File: src/pkg/mode_cw_pkg.sv
// Constants and carrier types for the mode code Control Word flag block.
// Assumes a single 100 MHz clock and a host port with one-cycle read latency.
package mode_cw_pkg;
  localparam int unsigned CW_COUNT = 64;
  localparam int unsigned CW_AW = 6;
  localparam int unsigned BIT_IRQ_REQ = 13;
  localparam int unsigned BIT_FORCE_BUSY = 12;
  localparam int unsigned BIT_ACCESSED = 11;
  localparam int unsigned BIT_PTR_SECOND = 10;
  localparam int unsigned BIT_PP_ACK = 8;
  localparam int unsigned BIT_PP_ENABLE = 2;
  localparam logic [4:0] MC_RESET_RT = 5'h08;
  localparam logic [4:0] MC_DATA_FIRST = 5'h10;
  localparam logic [4:0] BCAST_ADDR = 5'h1f;
  localparam logic [15:0] CW_RESET = 16'h0000;
  localparam logic [15:0] HOST_WMASK = 16'h3004;

  // One completed or starting mode command from the protocol engine.
  typedef struct packed {
    logic start;
    logic done;
    logic good;
    logic busy_end;
    logic illegal;
    logic transmit;
    logic [4:0] rt_addr;
    logic [4:0] mode_code;
  } mc_event_t;

  // Answer to the protocol engine for the command being started.
  typedef struct packed {
    logic busy;
    logic send_data;
    logic use_second;
    logic pingpong;
  } mc_resp_t;

  typedef struct packed {
    logic irq;
    logic log_we;
    logic [5:0] log_index;
  } irq_out_t;
endpackage

File: src/core/cw_store.sv
// Dual-use Control Word memory: one read port and one write port, shared by host and device.
// Assumes the caller arbitrates host and device access to the single write port.
module cw_store #(
  parameter int unsigned DEPTH = 64,
  parameter int unsigned AW = 6
) (
  input wire logic mclk,
  input wire logic reset_n,
  input wire logic clear_all,
  input wire logic [AW-1:0] raddr,
  output logic [15:0] rdata,
  input wire logic we,
  input wire logic [AW-1:0] waddr,
  input wire logic [15:0] wdata
);
  logic [15:0] mem [DEPTH];

  initial
  begin
    if (DEPTH != (1 << AW))
    begin
      $error("cw_store depth must equal two to the address width");
    end
  end

  always_ff @(posedge mclk)
  begin
    if (!reset_n || clear_all)
    begin
      for (int i = 0; i < DEPTH; i++)
      begin
        mem[i] <= mode_cw_pkg::CW_RESET;
      end
    end
    else if (we)
    begin
      mem[waddr] <= wdata;
    end
  end

  assign rdata = mem[raddr];
endmodule

File: src/core/mode_cw_flags.sv
// Flag bits 13 to 10, 8 and 2 of the per-mode-code Control Words of a 1553 remote terminal.
// Assumes a protocol engine on mclk giving start and done pulses per mode command.
module mode_cw_flags (
  input wire logic mclk,
  input wire logic reset_n,
  input wire logic master_reset_n,
  input wire logic software_reset_cmd,
  input wire logic broadcast_irq_enable,
  input wire logic broadcast_disable,
  input wire logic pointer_toggle_hold_on_fail,
  input wire logic [5:0] host_addr,
  input wire logic [15:0] host_wdata,
  input wire logic host_wr,
  input wire logic host_rd,
  output logic [15:0] host_rdata,
  input wire mode_cw_pkg::mc_event_t mc_event,
  output mode_cw_pkg::mc_resp_t mc_resp,
  output mode_cw_pkg::irq_out_t irq_out
);
  typedef struct packed {
    logic mr_meta;
    logic mr_sync;
    logic [15:0] rdata;
    logic busy;
    logic [5:0] cur_index;
    logic irq;
    logic log_we;
    logic [5:0] log_index;
    mode_cw_pkg::mc_resp_t resp;
  } state_t;

  state_t state_reg;
  state_t state_next;
  logic [5:0] ram_raddr;
  logic [15:0] ram_rdata;
  logic ram_we;
  logic [5:0] ram_waddr;
  logic [15:0] ram_wdata;
  logic bcast_valid;
  logic clear_all;
  logic [5:0] ev_index;

  function automatic logic [5:0] cw_index(input logic transmit, input logic [4:0] mc);
    cw_index = {transmit, mc};
  endfunction

  // The master reset pin is asynchronous to mclk, so it is synchronised first.
  assign clear_all = !state_reg.mr_sync || software_reset_cmd;
  assign bcast_valid = (mc_event.rt_addr == mode_cw_pkg::BCAST_ADDR) && !broadcast_disable;
  assign ev_index = cw_index(mc_event.transmit, mc_event.mode_code);

  cw_store #(
    .DEPTH(mode_cw_pkg::CW_COUNT),
    .AW(mode_cw_pkg::CW_AW)
  ) u_store (
    .mclk(mclk),
    .reset_n(reset_n),
    .clear_all(clear_all),
    .raddr(ram_raddr),
    .rdata(ram_rdata),
    .we(ram_we),
    .waddr(ram_waddr),
    .wdata(ram_wdata)
  );

  always_comb
  begin
    logic [15:0] cw;
    logic ok_cmd;
    logic toggle;
    cw = ram_rdata;
    ok_cmd = 1'b0;
    toggle = 1'b0;
    state_next = state_reg;
    state_next.mr_meta = master_reset_n;
    state_next.mr_sync = state_reg.mr_meta;
    state_next.irq = 1'b0;
    state_next.log_we = 1'b0;
    ram_raddr = host_addr;
    ram_we = 1'b0;
    ram_waddr = host_addr;
    ram_wdata = ram_rdata;
    // Device events own the memory port; host access waits no cycle but yields.
    if (mc_event.start)
    begin
      ram_raddr = ev_index;
      state_next.cur_index = ev_index;
      state_next.busy = cw[mode_cw_pkg::BIT_FORCE_BUSY]
        && (mc_event.mode_code != mode_cw_pkg::MC_RESET_RT);
      state_next.resp.busy = state_next.busy;
      state_next.resp.send_data = !state_next.busy
        && (mc_event.mode_code >= mode_cw_pkg::MC_DATA_FIRST);
      state_next.resp.pingpong = cw[mode_cw_pkg::BIT_PP_ENABLE] && cw[mode_cw_pkg::BIT_PP_ACK];
      state_next.resp.use_second = cw[mode_cw_pkg::BIT_PTR_SECOND];
    end
    else if (mc_event.done)
    begin
      ram_raddr = state_reg.cur_index;
      ok_cmd = !mc_event.illegal && (mc_event.rt_addr != mode_cw_pkg::BCAST_ADDR || bcast_valid);
      cw[mode_cw_pkg::BIT_ACCESSED] = 1'b1;
      // No stop request exists here, so the acknowledge follows the enable.
      // The first command after enabling therefore still runs single-buffer.
      cw[mode_cw_pkg::BIT_PP_ACK] = cw[mode_cw_pkg::BIT_PP_ENABLE];
      toggle = state_reg.resp.pingpong && mc_event.good && !state_reg.busy;
      if (pointer_toggle_hold_on_fail && (mc_event.illegal || mc_event.busy_end))
      begin
        toggle = 1'b0;
      end
      if (toggle)
      begin
        cw[mode_cw_pkg::BIT_PTR_SECOND] = !cw[mode_cw_pkg::BIT_PTR_SECOND];
      end
      ram_we = 1'b1;
      ram_waddr = state_reg.cur_index;
      ram_wdata = cw;
      if (ok_cmd && bcast_valid && mc_event.transmit && broadcast_irq_enable
          && cw[mode_cw_pkg::BIT_IRQ_REQ])
      begin
        state_next.irq = 1'b1;
        state_next.log_we = 1'b1;
        state_next.log_index = state_reg.cur_index;
      end
    end
    else if (host_wr)
    begin
      ram_we = 1'b1;
      ram_wdata = (ram_rdata & ~mode_cw_pkg::HOST_WMASK) | (host_wdata & mode_cw_pkg::HOST_WMASK);
    end
    else if (host_rd)
    begin
      state_next.rdata = ram_rdata;
      ram_we = 1'b1;
      ram_wdata = ram_rdata;
      ram_wdata[mode_cw_pkg::BIT_ACCESSED] = 1'b0;
    end
    if (clear_all)
    begin
      state_next.busy = 1'b0;
      state_next.resp = '0;
    end
  end

  always_ff @(posedge mclk)
  begin
    if (!reset_n)
    begin
      state_reg <= '{mr_meta: 1'b1, mr_sync: 1'b1, default: '0};
    end
    else
    begin
      state_reg <= state_next;
    end
  end

  assign host_rdata = state_reg.rdata;
  assign mc_resp = state_reg.resp;
  assign irq_out.irq = state_reg.irq;
  assign irq_out.log_we = state_reg.log_we;
  assign irq_out.log_index = state_reg.log_index;

  a_reset_busy_inhibit : assert property (@(posedge mclk) disable iff (!reset_n)
    mc_event.start && mc_event.mode_code == mode_cw_pkg::MC_RESET_RT && !clear_all
    |=> !mc_resp.busy) else $error("busy set for reset terminal");
  a_busy_no_data : assert property (@(posedge mclk) disable iff (!reset_n)
    mc_resp.busy |-> !mc_resp.send_data) else $error("data sent while busy");
  a_irq_needs_enable : assert property (@(posedge mclk) disable iff (!reset_n)
    irq_out.irq |-> $past(broadcast_irq_enable) && !$past(broadcast_disable))
    else $error("interrupt without enable");
  a_irq_log_pair : assert property (@(posedge mclk) disable iff (!reset_n)
    irq_out.irq == irq_out.log_we) else $error("interrupt not logged");
  a_irq_after_done : assert property (@(posedge mclk) disable iff (!reset_n)
    irq_out.irq |-> $past(mc_event.done)) else $error("interrupt without completion");
  a_disable_blocks_irq : assert property (@(posedge mclk) disable iff (!reset_n)
    broadcast_disable ##1 broadcast_disable |-> !irq_out.irq)
    else $error("interrupt with broadcast disabled");
  a_reset_clears_resp : assert property (@(posedge mclk) disable iff (!reset_n)
    software_reset_cmd |=> mc_resp == '0) else $error("reset left response");
  a_busy_force : assert property (@(posedge mclk) disable iff (!reset_n)
    mc_event.start && !clear_all && ram_rdata[mode_cw_pkg::BIT_FORCE_BUSY]
    && mc_event.mode_code != mode_cw_pkg::MC_RESET_RT |=> mc_resp.busy)
    else $error("force busy ignored");
  a_done_sets_flag : assert property (@(posedge mclk) disable iff (!reset_n)
    mc_event.done && !mc_event.start |-> ram_we && ram_wdata[mode_cw_pkg::BIT_ACCESSED])
    else $error("accessed flag not set on completion");
  a_read_clears_flag : assert property (@(posedge mclk) disable iff (!reset_n)
    host_rd && !host_wr && !mc_event.start && !mc_event.done
    |-> ram_we && !ram_wdata[mode_cw_pkg::BIT_ACCESSED])
    else $error("accessed flag not cleared on read");
  a_busy_keeps_ptr : assert property (@(posedge mclk) disable iff (!reset_n)
    mc_event.done && !mc_event.start && state_reg.busy
    |-> ram_wdata[mode_cw_pkg::BIT_PTR_SECOND] == ram_rdata[mode_cw_pkg::BIT_PTR_SECOND])
    else $error("pointer toggled after busy message");
endmodule

File: config.mk
export PLATFORM = sky130hd
export DESIGN_NAME = mode_cw_flags
export DESIGN_NICKNAME = d
export VERILOG_FILES = /design/src/pkg/mode_cw_pkg.sv /design/src/core/cw_store.sv /design/src/core/mode_cw_flags.sv
export SDC_FILE = /design/constraint.sdc
export NUM_CORES = 2
export LEC_CHECK = 0
export ABC_AREA = 1
export BUFFER_PORTS_ARGS = -buffer_cell sky130_fd_sc_hd__buf_2
export CELL_PAD_IN_SITES_DETAIL_PLACEMENT = 1
export CELL_PAD_IN_SITES_GLOBAL_PLACEMENT = 2
export CORE_UTILIZATION = 41
export CTS_BUF_LIST = sky130_fd_sc_hd__clkbuf_16
export CTS_CLUSTER_SIZE = 10
export DETAILED_ROUTE_END_ITERATION = 7
export PLACE_DENSITY_LB_ADDON = 0.3
export SLEW_MARGIN = 10
export SYNTH_ARGS = -nofsm -noshare
export SYNTH_HDL_FRONTEND = slang
export SYNTH_SLANG_ARGS = --single-unit
File: constraint.sdc
create_clock -name mclk -period 3.1 [get_ports mclk]
set_input_delay 0 -clock mclk [delete_from_list [all_inputs] [get_ports mclk]]
set_output_delay 0 -clock mclk [all_outputs]
set_load 0.05 [all_outputs]
=== Word level (Yosys, flattened, before mapping) ===
Memory sizes are Yosys's and may differ from the RTL's.
Index checks and enable logic that the tools add are counted.

* Register bits after elaboration: 36
* Latch bits: 0
* RAM bits: 1024
* ROM bits: 0
* Input port bits: 47
* Output and inout bits: 28
* Logic and storage cells: 73
* Memories kept: 1

{| class="wikitable"
|+ Memory list
! memory !! depth !! width !! rd ports !! clocked after memory_dff !! wr ports !! RTL line !! text
|-
| u_store.mem || 64 || 16 || 1 || 0 || 64 || cw_store.sv:16 || <nowiki>logic [15:0] mem [DEPTH];</nowiki>
|}

* Add/sub/neg operators: 0
* Multiply operators: 0
* Div/mod/pow operators: 0
* Order comparisons: 1
* Equal/unequal tests: 3
* Shift-type cells: 0
* Mux-type cells: 24
* Bitwise gates (word level): 5
* Reductions and logical operators: 28

{| class="wikitable"
|+ Operators by type and width
! operator !! number
|-
| $mux W16 || 4
|-
| $mux W6 || 4
|-
| $or A16 B14 Y16 || 1
|-
| $reduce_or A16 Y1 || 1
|-
| $mux W1 || 14
|-
| $logic_and A1 B1 Y1 || 12
|-
| $mux W12 || 1
|-
| $mux W8 || 1
|-
| $logic_not A1 Y1 || 7
|-
| $eq A5 B5 Y1 const B || 1
|-
| $ge A5 B5 Y1 const B || 1
|-
| $ne A5 B4 Y1 const B || 1
|-
| $ne A5 B5 Y1 const B || 1
|-
| $logic_or A1 B1 Y1 || 4
|-
| $not A1 Y1 || 4
|-
| $reduce_and A4 Y1 || 1
|-
| $reduce_and A3 Y1 || 1
|-
| $reduce_or A3 Y1 || 1
|-
| $reduce_or A2 Y1 || 1
|}

=== Depth between registers and ports, before layout ===
* Depth in word-level cells: 9
* Mapped depth: 17
* Mapped depth without buffers: 15

=== By module ===
Synthesis repeated with hierarchy kept, for this count alone.

* Cell total of the unflattened synthesis: 5043
* Area total of the unflattened synthesis: 48153.7 um^2

{| class="wikitable"
|+ By module, submodules not included
! module !! times used !! cells an instance !! area an instance (um^2) !! sequential area each (um^2)
|-
| cw_store || 1 || 4782 || 46375.7 || 30749.5
|-
| mode_cw_flags || 1 || 261 || 1778.0 || 700.7
|}

=== Worst setup path after synthesis ===
OpenSTA, ideal clock, no wires.

* Path kind: register -> register
* Start point: register state_reg[12] in the netlist's numbering
* End point: memory u_store.mem[53][0], enable pin
* Library setup time: 0.372 ns
* Data arrival time: 2.216 ns
* Required time: 2.728 ns
* Path slack: 0.512 ns
* Cell stages (with the launch flop): 10
* Buffers on the path: 3
* Clock period less this slack: 2.588 ns
* Cell sequence: dfxtp_1 -> nand3_1 -> buf_2 -> buf_2 -> o21ai_2 -> inv_2 -> nor3_2 -> nand2_1 -> clkbuf_1 -> nand2_1

{| class="wikitable"
|+ RTL lines
! item !! RTL line !! text
|-
| from (decl) || mode_cw_flags.sv:32 || <nowiki>state_t state_reg;</nowiki>
|-
| from (signal assigned) || mode_cw_flags.sv:151 || <nowiki>state_reg <= state_next;</nowiki>
|-
| to (decl) || cw_store.sv:16 ||
|}

==> results.md <==
* Fmax at roughly 330 MHz
* Grt total ovfl at 0
* Fillers at about 13000
* Avg WL per Cell at between 20 and 25 um
* Cell area after synthesis at 50000 um^2
* DR vias at roughly 40000
* Remaining DRCs at 0
* Yosys cell types at 31
* PnR worst setup slack at 0.0242 ns
* First-pass GRT wire length at roughly 260 mm
* Syn nets at approximately 5400
* DP Worst Slack at -0.241 ns
* Worst Min Path Start: host_rd
* Period utilisation layout at about 99%
* Worst Skew at roughly 0.020 ns
* Maximum vdd drop at between 0.4 and 0.5 mV
* CTS tree: done
* Chip Width at around 350 um
* Max Cap Violations at 0
* Final setup fails at 0
* Initial antenna violation count at 5
* Critical Path AT at 3.53 ns
* Floorplan row count at around 130
* Syn Area/Cell at around 9.4 um^2
* Skew-Pair Late Insertion Delay at a little over 0.7 ns
* Data required, critical path at ~3.6 ns
* Initial core utilization at roughly 41%
* Min-delay worst type: primary input to flip-flop
* Die area at 123000 um^2
* Routability cong. at ~0.89
* Syn Inst Count at approximately 5300
* Final wirelength at approximately 180 mm
* PwrDens at around 600 nW/um^2
* Starting DRT DRC Count at a little under 4000
* I/O Buffers at around 60
* Sink Count at ~1100
* Die Y at 351 um
* Register area share after synthesis at a little over three fifths
* Layout area overhead at 18.3%
* Number of nets still failing antenna checks after routing at 0
* CTS max path bufs at 3
* Number of nets in the layout at ~5600
* Pin count of the biggest net entering global routing at 65
* Critical setup path kind: flip-flop to flip-flop
* FF-to-FF Start: state_reg[14]$_SDFFE_PN0P_
* CP Launch Type: flip-flop
* Hold depth at 5
* Rel. slew slack at between 30% and 40%
* Crit-path max FO at 16
* Yosys warnings at 0
* Top reg by flops: u_store.mem
* Htree depth at 3
* Least-Margin Pin Slew at around 1 ns
* Root Buffer: clkbuf_16
* Worst Reg2Reg Path Length in Cells at 17
* Max FFs per register at 1024
* Max Slew Vio Count at 0
* Outcome: finished clean
* Clk pin slew, worst setup/hold paths at around 0.060 ns
* Vias/cell at between 5 and 6
* Ratio of cells with drive above 1 in the final layout at around an eighth
* Leak pwr at ~23 nW
* Worst Setup SP: state_reg[14]$_SDFFE_PN0P_
* Top area cells in the synthesized netlist: edfxtp_1, nand2_1, nor2_1
* Synthesized flop and latch total at approximately 1100
* Ports at 75
* Iteration count of the initial detailed-routing pass at 6
* Vias in the first global route at between 30000 and 40000
* Worst hold slack at between 0.09 and 0.1 ns
* Hold Vio Cnt, Final at 0
* Total CTS buffers at about 120
* CP endpoint kind: flip-flop
* Leading area contributor after synthesis: edfxtp_1
* Total Routing Usage GR at between 20% and 30%
* DP HPWL at 113 mm
* Storage element area at between 30000 and 40000 um^2
* RSZ-0062 raised after global routing: yes
* Fin crit period at 3.08 ns
* Core Region at 120000 um^2
* Multi-input gate area at between 10000 and 15000 um^2
* Synth top area share at 61.5%
## report_power, final
part / internal, mW / switching, mW / leakage [nW]
registers: 16.3 / 0.176 / 11.8
clock network: 6.99 / 5.65 / 1.82
logic: 1.92 / 4.36 / 9.58
## cells in the final DEF, fill, tap and decap left out, types with 13 or more instances in the layout
master         instances
nand4_1               28
buf_2                 61
clkbuf_16            139
nand3_1              520
o21ai_1               36
o211ai_1              65
dfxtp_1               35
buf_12                99
edfxtp_1            1024
buf_4                272
dlygate4sd3_1         26
a21oi_1              330
nand2_1             1027
nand3_2               32
inv_1                567
nor2_1               843
buf_6                 13
o21ai_0              346
## critical path: stages (launching register included)
cell and delay [ns]:
dfxtp_1 0.32, inv_1 0.08, nor2_2 0.18, nor3_4 0.07, buf_4 0.17, inv_6 0.18, buf_12 0.20, buf_12 0.18
nand3_1 0.14, nand3_2 0.13, nand3_2 0.11, nand3_1 0.13, buf_6 0.15, nand3_1 0.12, nand2_4 0.21, buf_12 0.16
clkbuf_16 0.19, nor2_1 0.05
## cells by family (layout without fill, tap and decap cells)
| logic type | Yosys count | after routing | synth area share (%) |
|---|---|---|---|
| flops | 1059 | 1059 | 62.9 |
| compound gates | 781 | 781 | 8.17 |
| buf+inv | 988 | 1227 | 8.23 |
| other cells | 0 | 1 | 0 |
| simple gates | 2503 | 2503 | 20.7 |
## worst paths after layout
| kind | endpoint | slack (ns) |
|---|---|---|
| max reg2reg | u_store.mem[34][8]$_SDFFCE_PN0P_ | 0.02 |
| min reg2reg | state_reg[35]$_SDFF_PN1_ | 0.42 |
| max | u_store.mem[34][8]$_SDFFCE_PN0P_ | 0.02 |
| min | host_rdata[11]$_SDFFE_PN0P_ | 0.1 |
## per-stage QoR
stage | TNS, ns | instance area (um^2) | util [%] | cells | power, mW
after floorplan | 0 | 50000 | - | 5331 | 19.5
after global placement | -49.06 | 54500 | 45.2 | 6939 | 22.4
after detailed placement | -58.82 | 54500 | 45.2 | 6939 | 22.5
after CTS | 0 | 58300 | 48.4 | 7162 | 35.2
after global routing | -1.77 | 59100 | 49.1 | 7182 | 36.4
final | 0 | 59100 | 49.1 | 7183 | 35.4
## synth_stat cells
cell type  count
or2_2          2
nand3_1      553
o21ai_1       28
buf_2        227
nand4_1       28
nand2_4        1
o21ai_0      354
nor4_1         1
inv_1        521
o211ai_1      65
o21ai_2        2
nor2_1       846
buf_1         27
nor3_4         1
nand2_1     1038
nand2_2        7
edfxtp_1    1024
nor3_1         7
or2_1          1
dfxtp_1       35
nor2_2         3
clkbuf_2       1
nor3_2        10
a21oi_1      330
clkbuf_1     163
inv_2         18
nand3_4        1
nand3b_1       2
buf_4         31
nand3_2        2
a211oi_1       2
## final cells by class
cell class	count	area share, %
diodes	1	0.00424
clock buffers	123	5.21
clock inverters	63	0.443
inverters	539	3.48
multi-input cells	3284	24.9
flip-flops and latches	1059	53.2
well taps	1612	3.41
repair buffers	502	9.32
## layer usage
layer / wire [um] / GRT usage, % / up-vias
li1: - / - / 18000
met1: 75800 / 38.5 / 20400
met2: 85500 / 47.1 / 1318
met3: 10800 / 3.15 / 313
met4: 6420 / 9.63 / 4
met5: 27 / 0 / -
## timing repair
item / in CTS / in global routing
pin swaps: 4 / 8
gates resized for setup: 15 / 83
hold endpoints to repair: 23 / 0
setup endpoints to repair: 843 / 879
cloned: 3 / 16
hold buffers: 26 / 0
setup buffers: 8 / 4
Note: power is estimated with default switching activity, not from simulation.
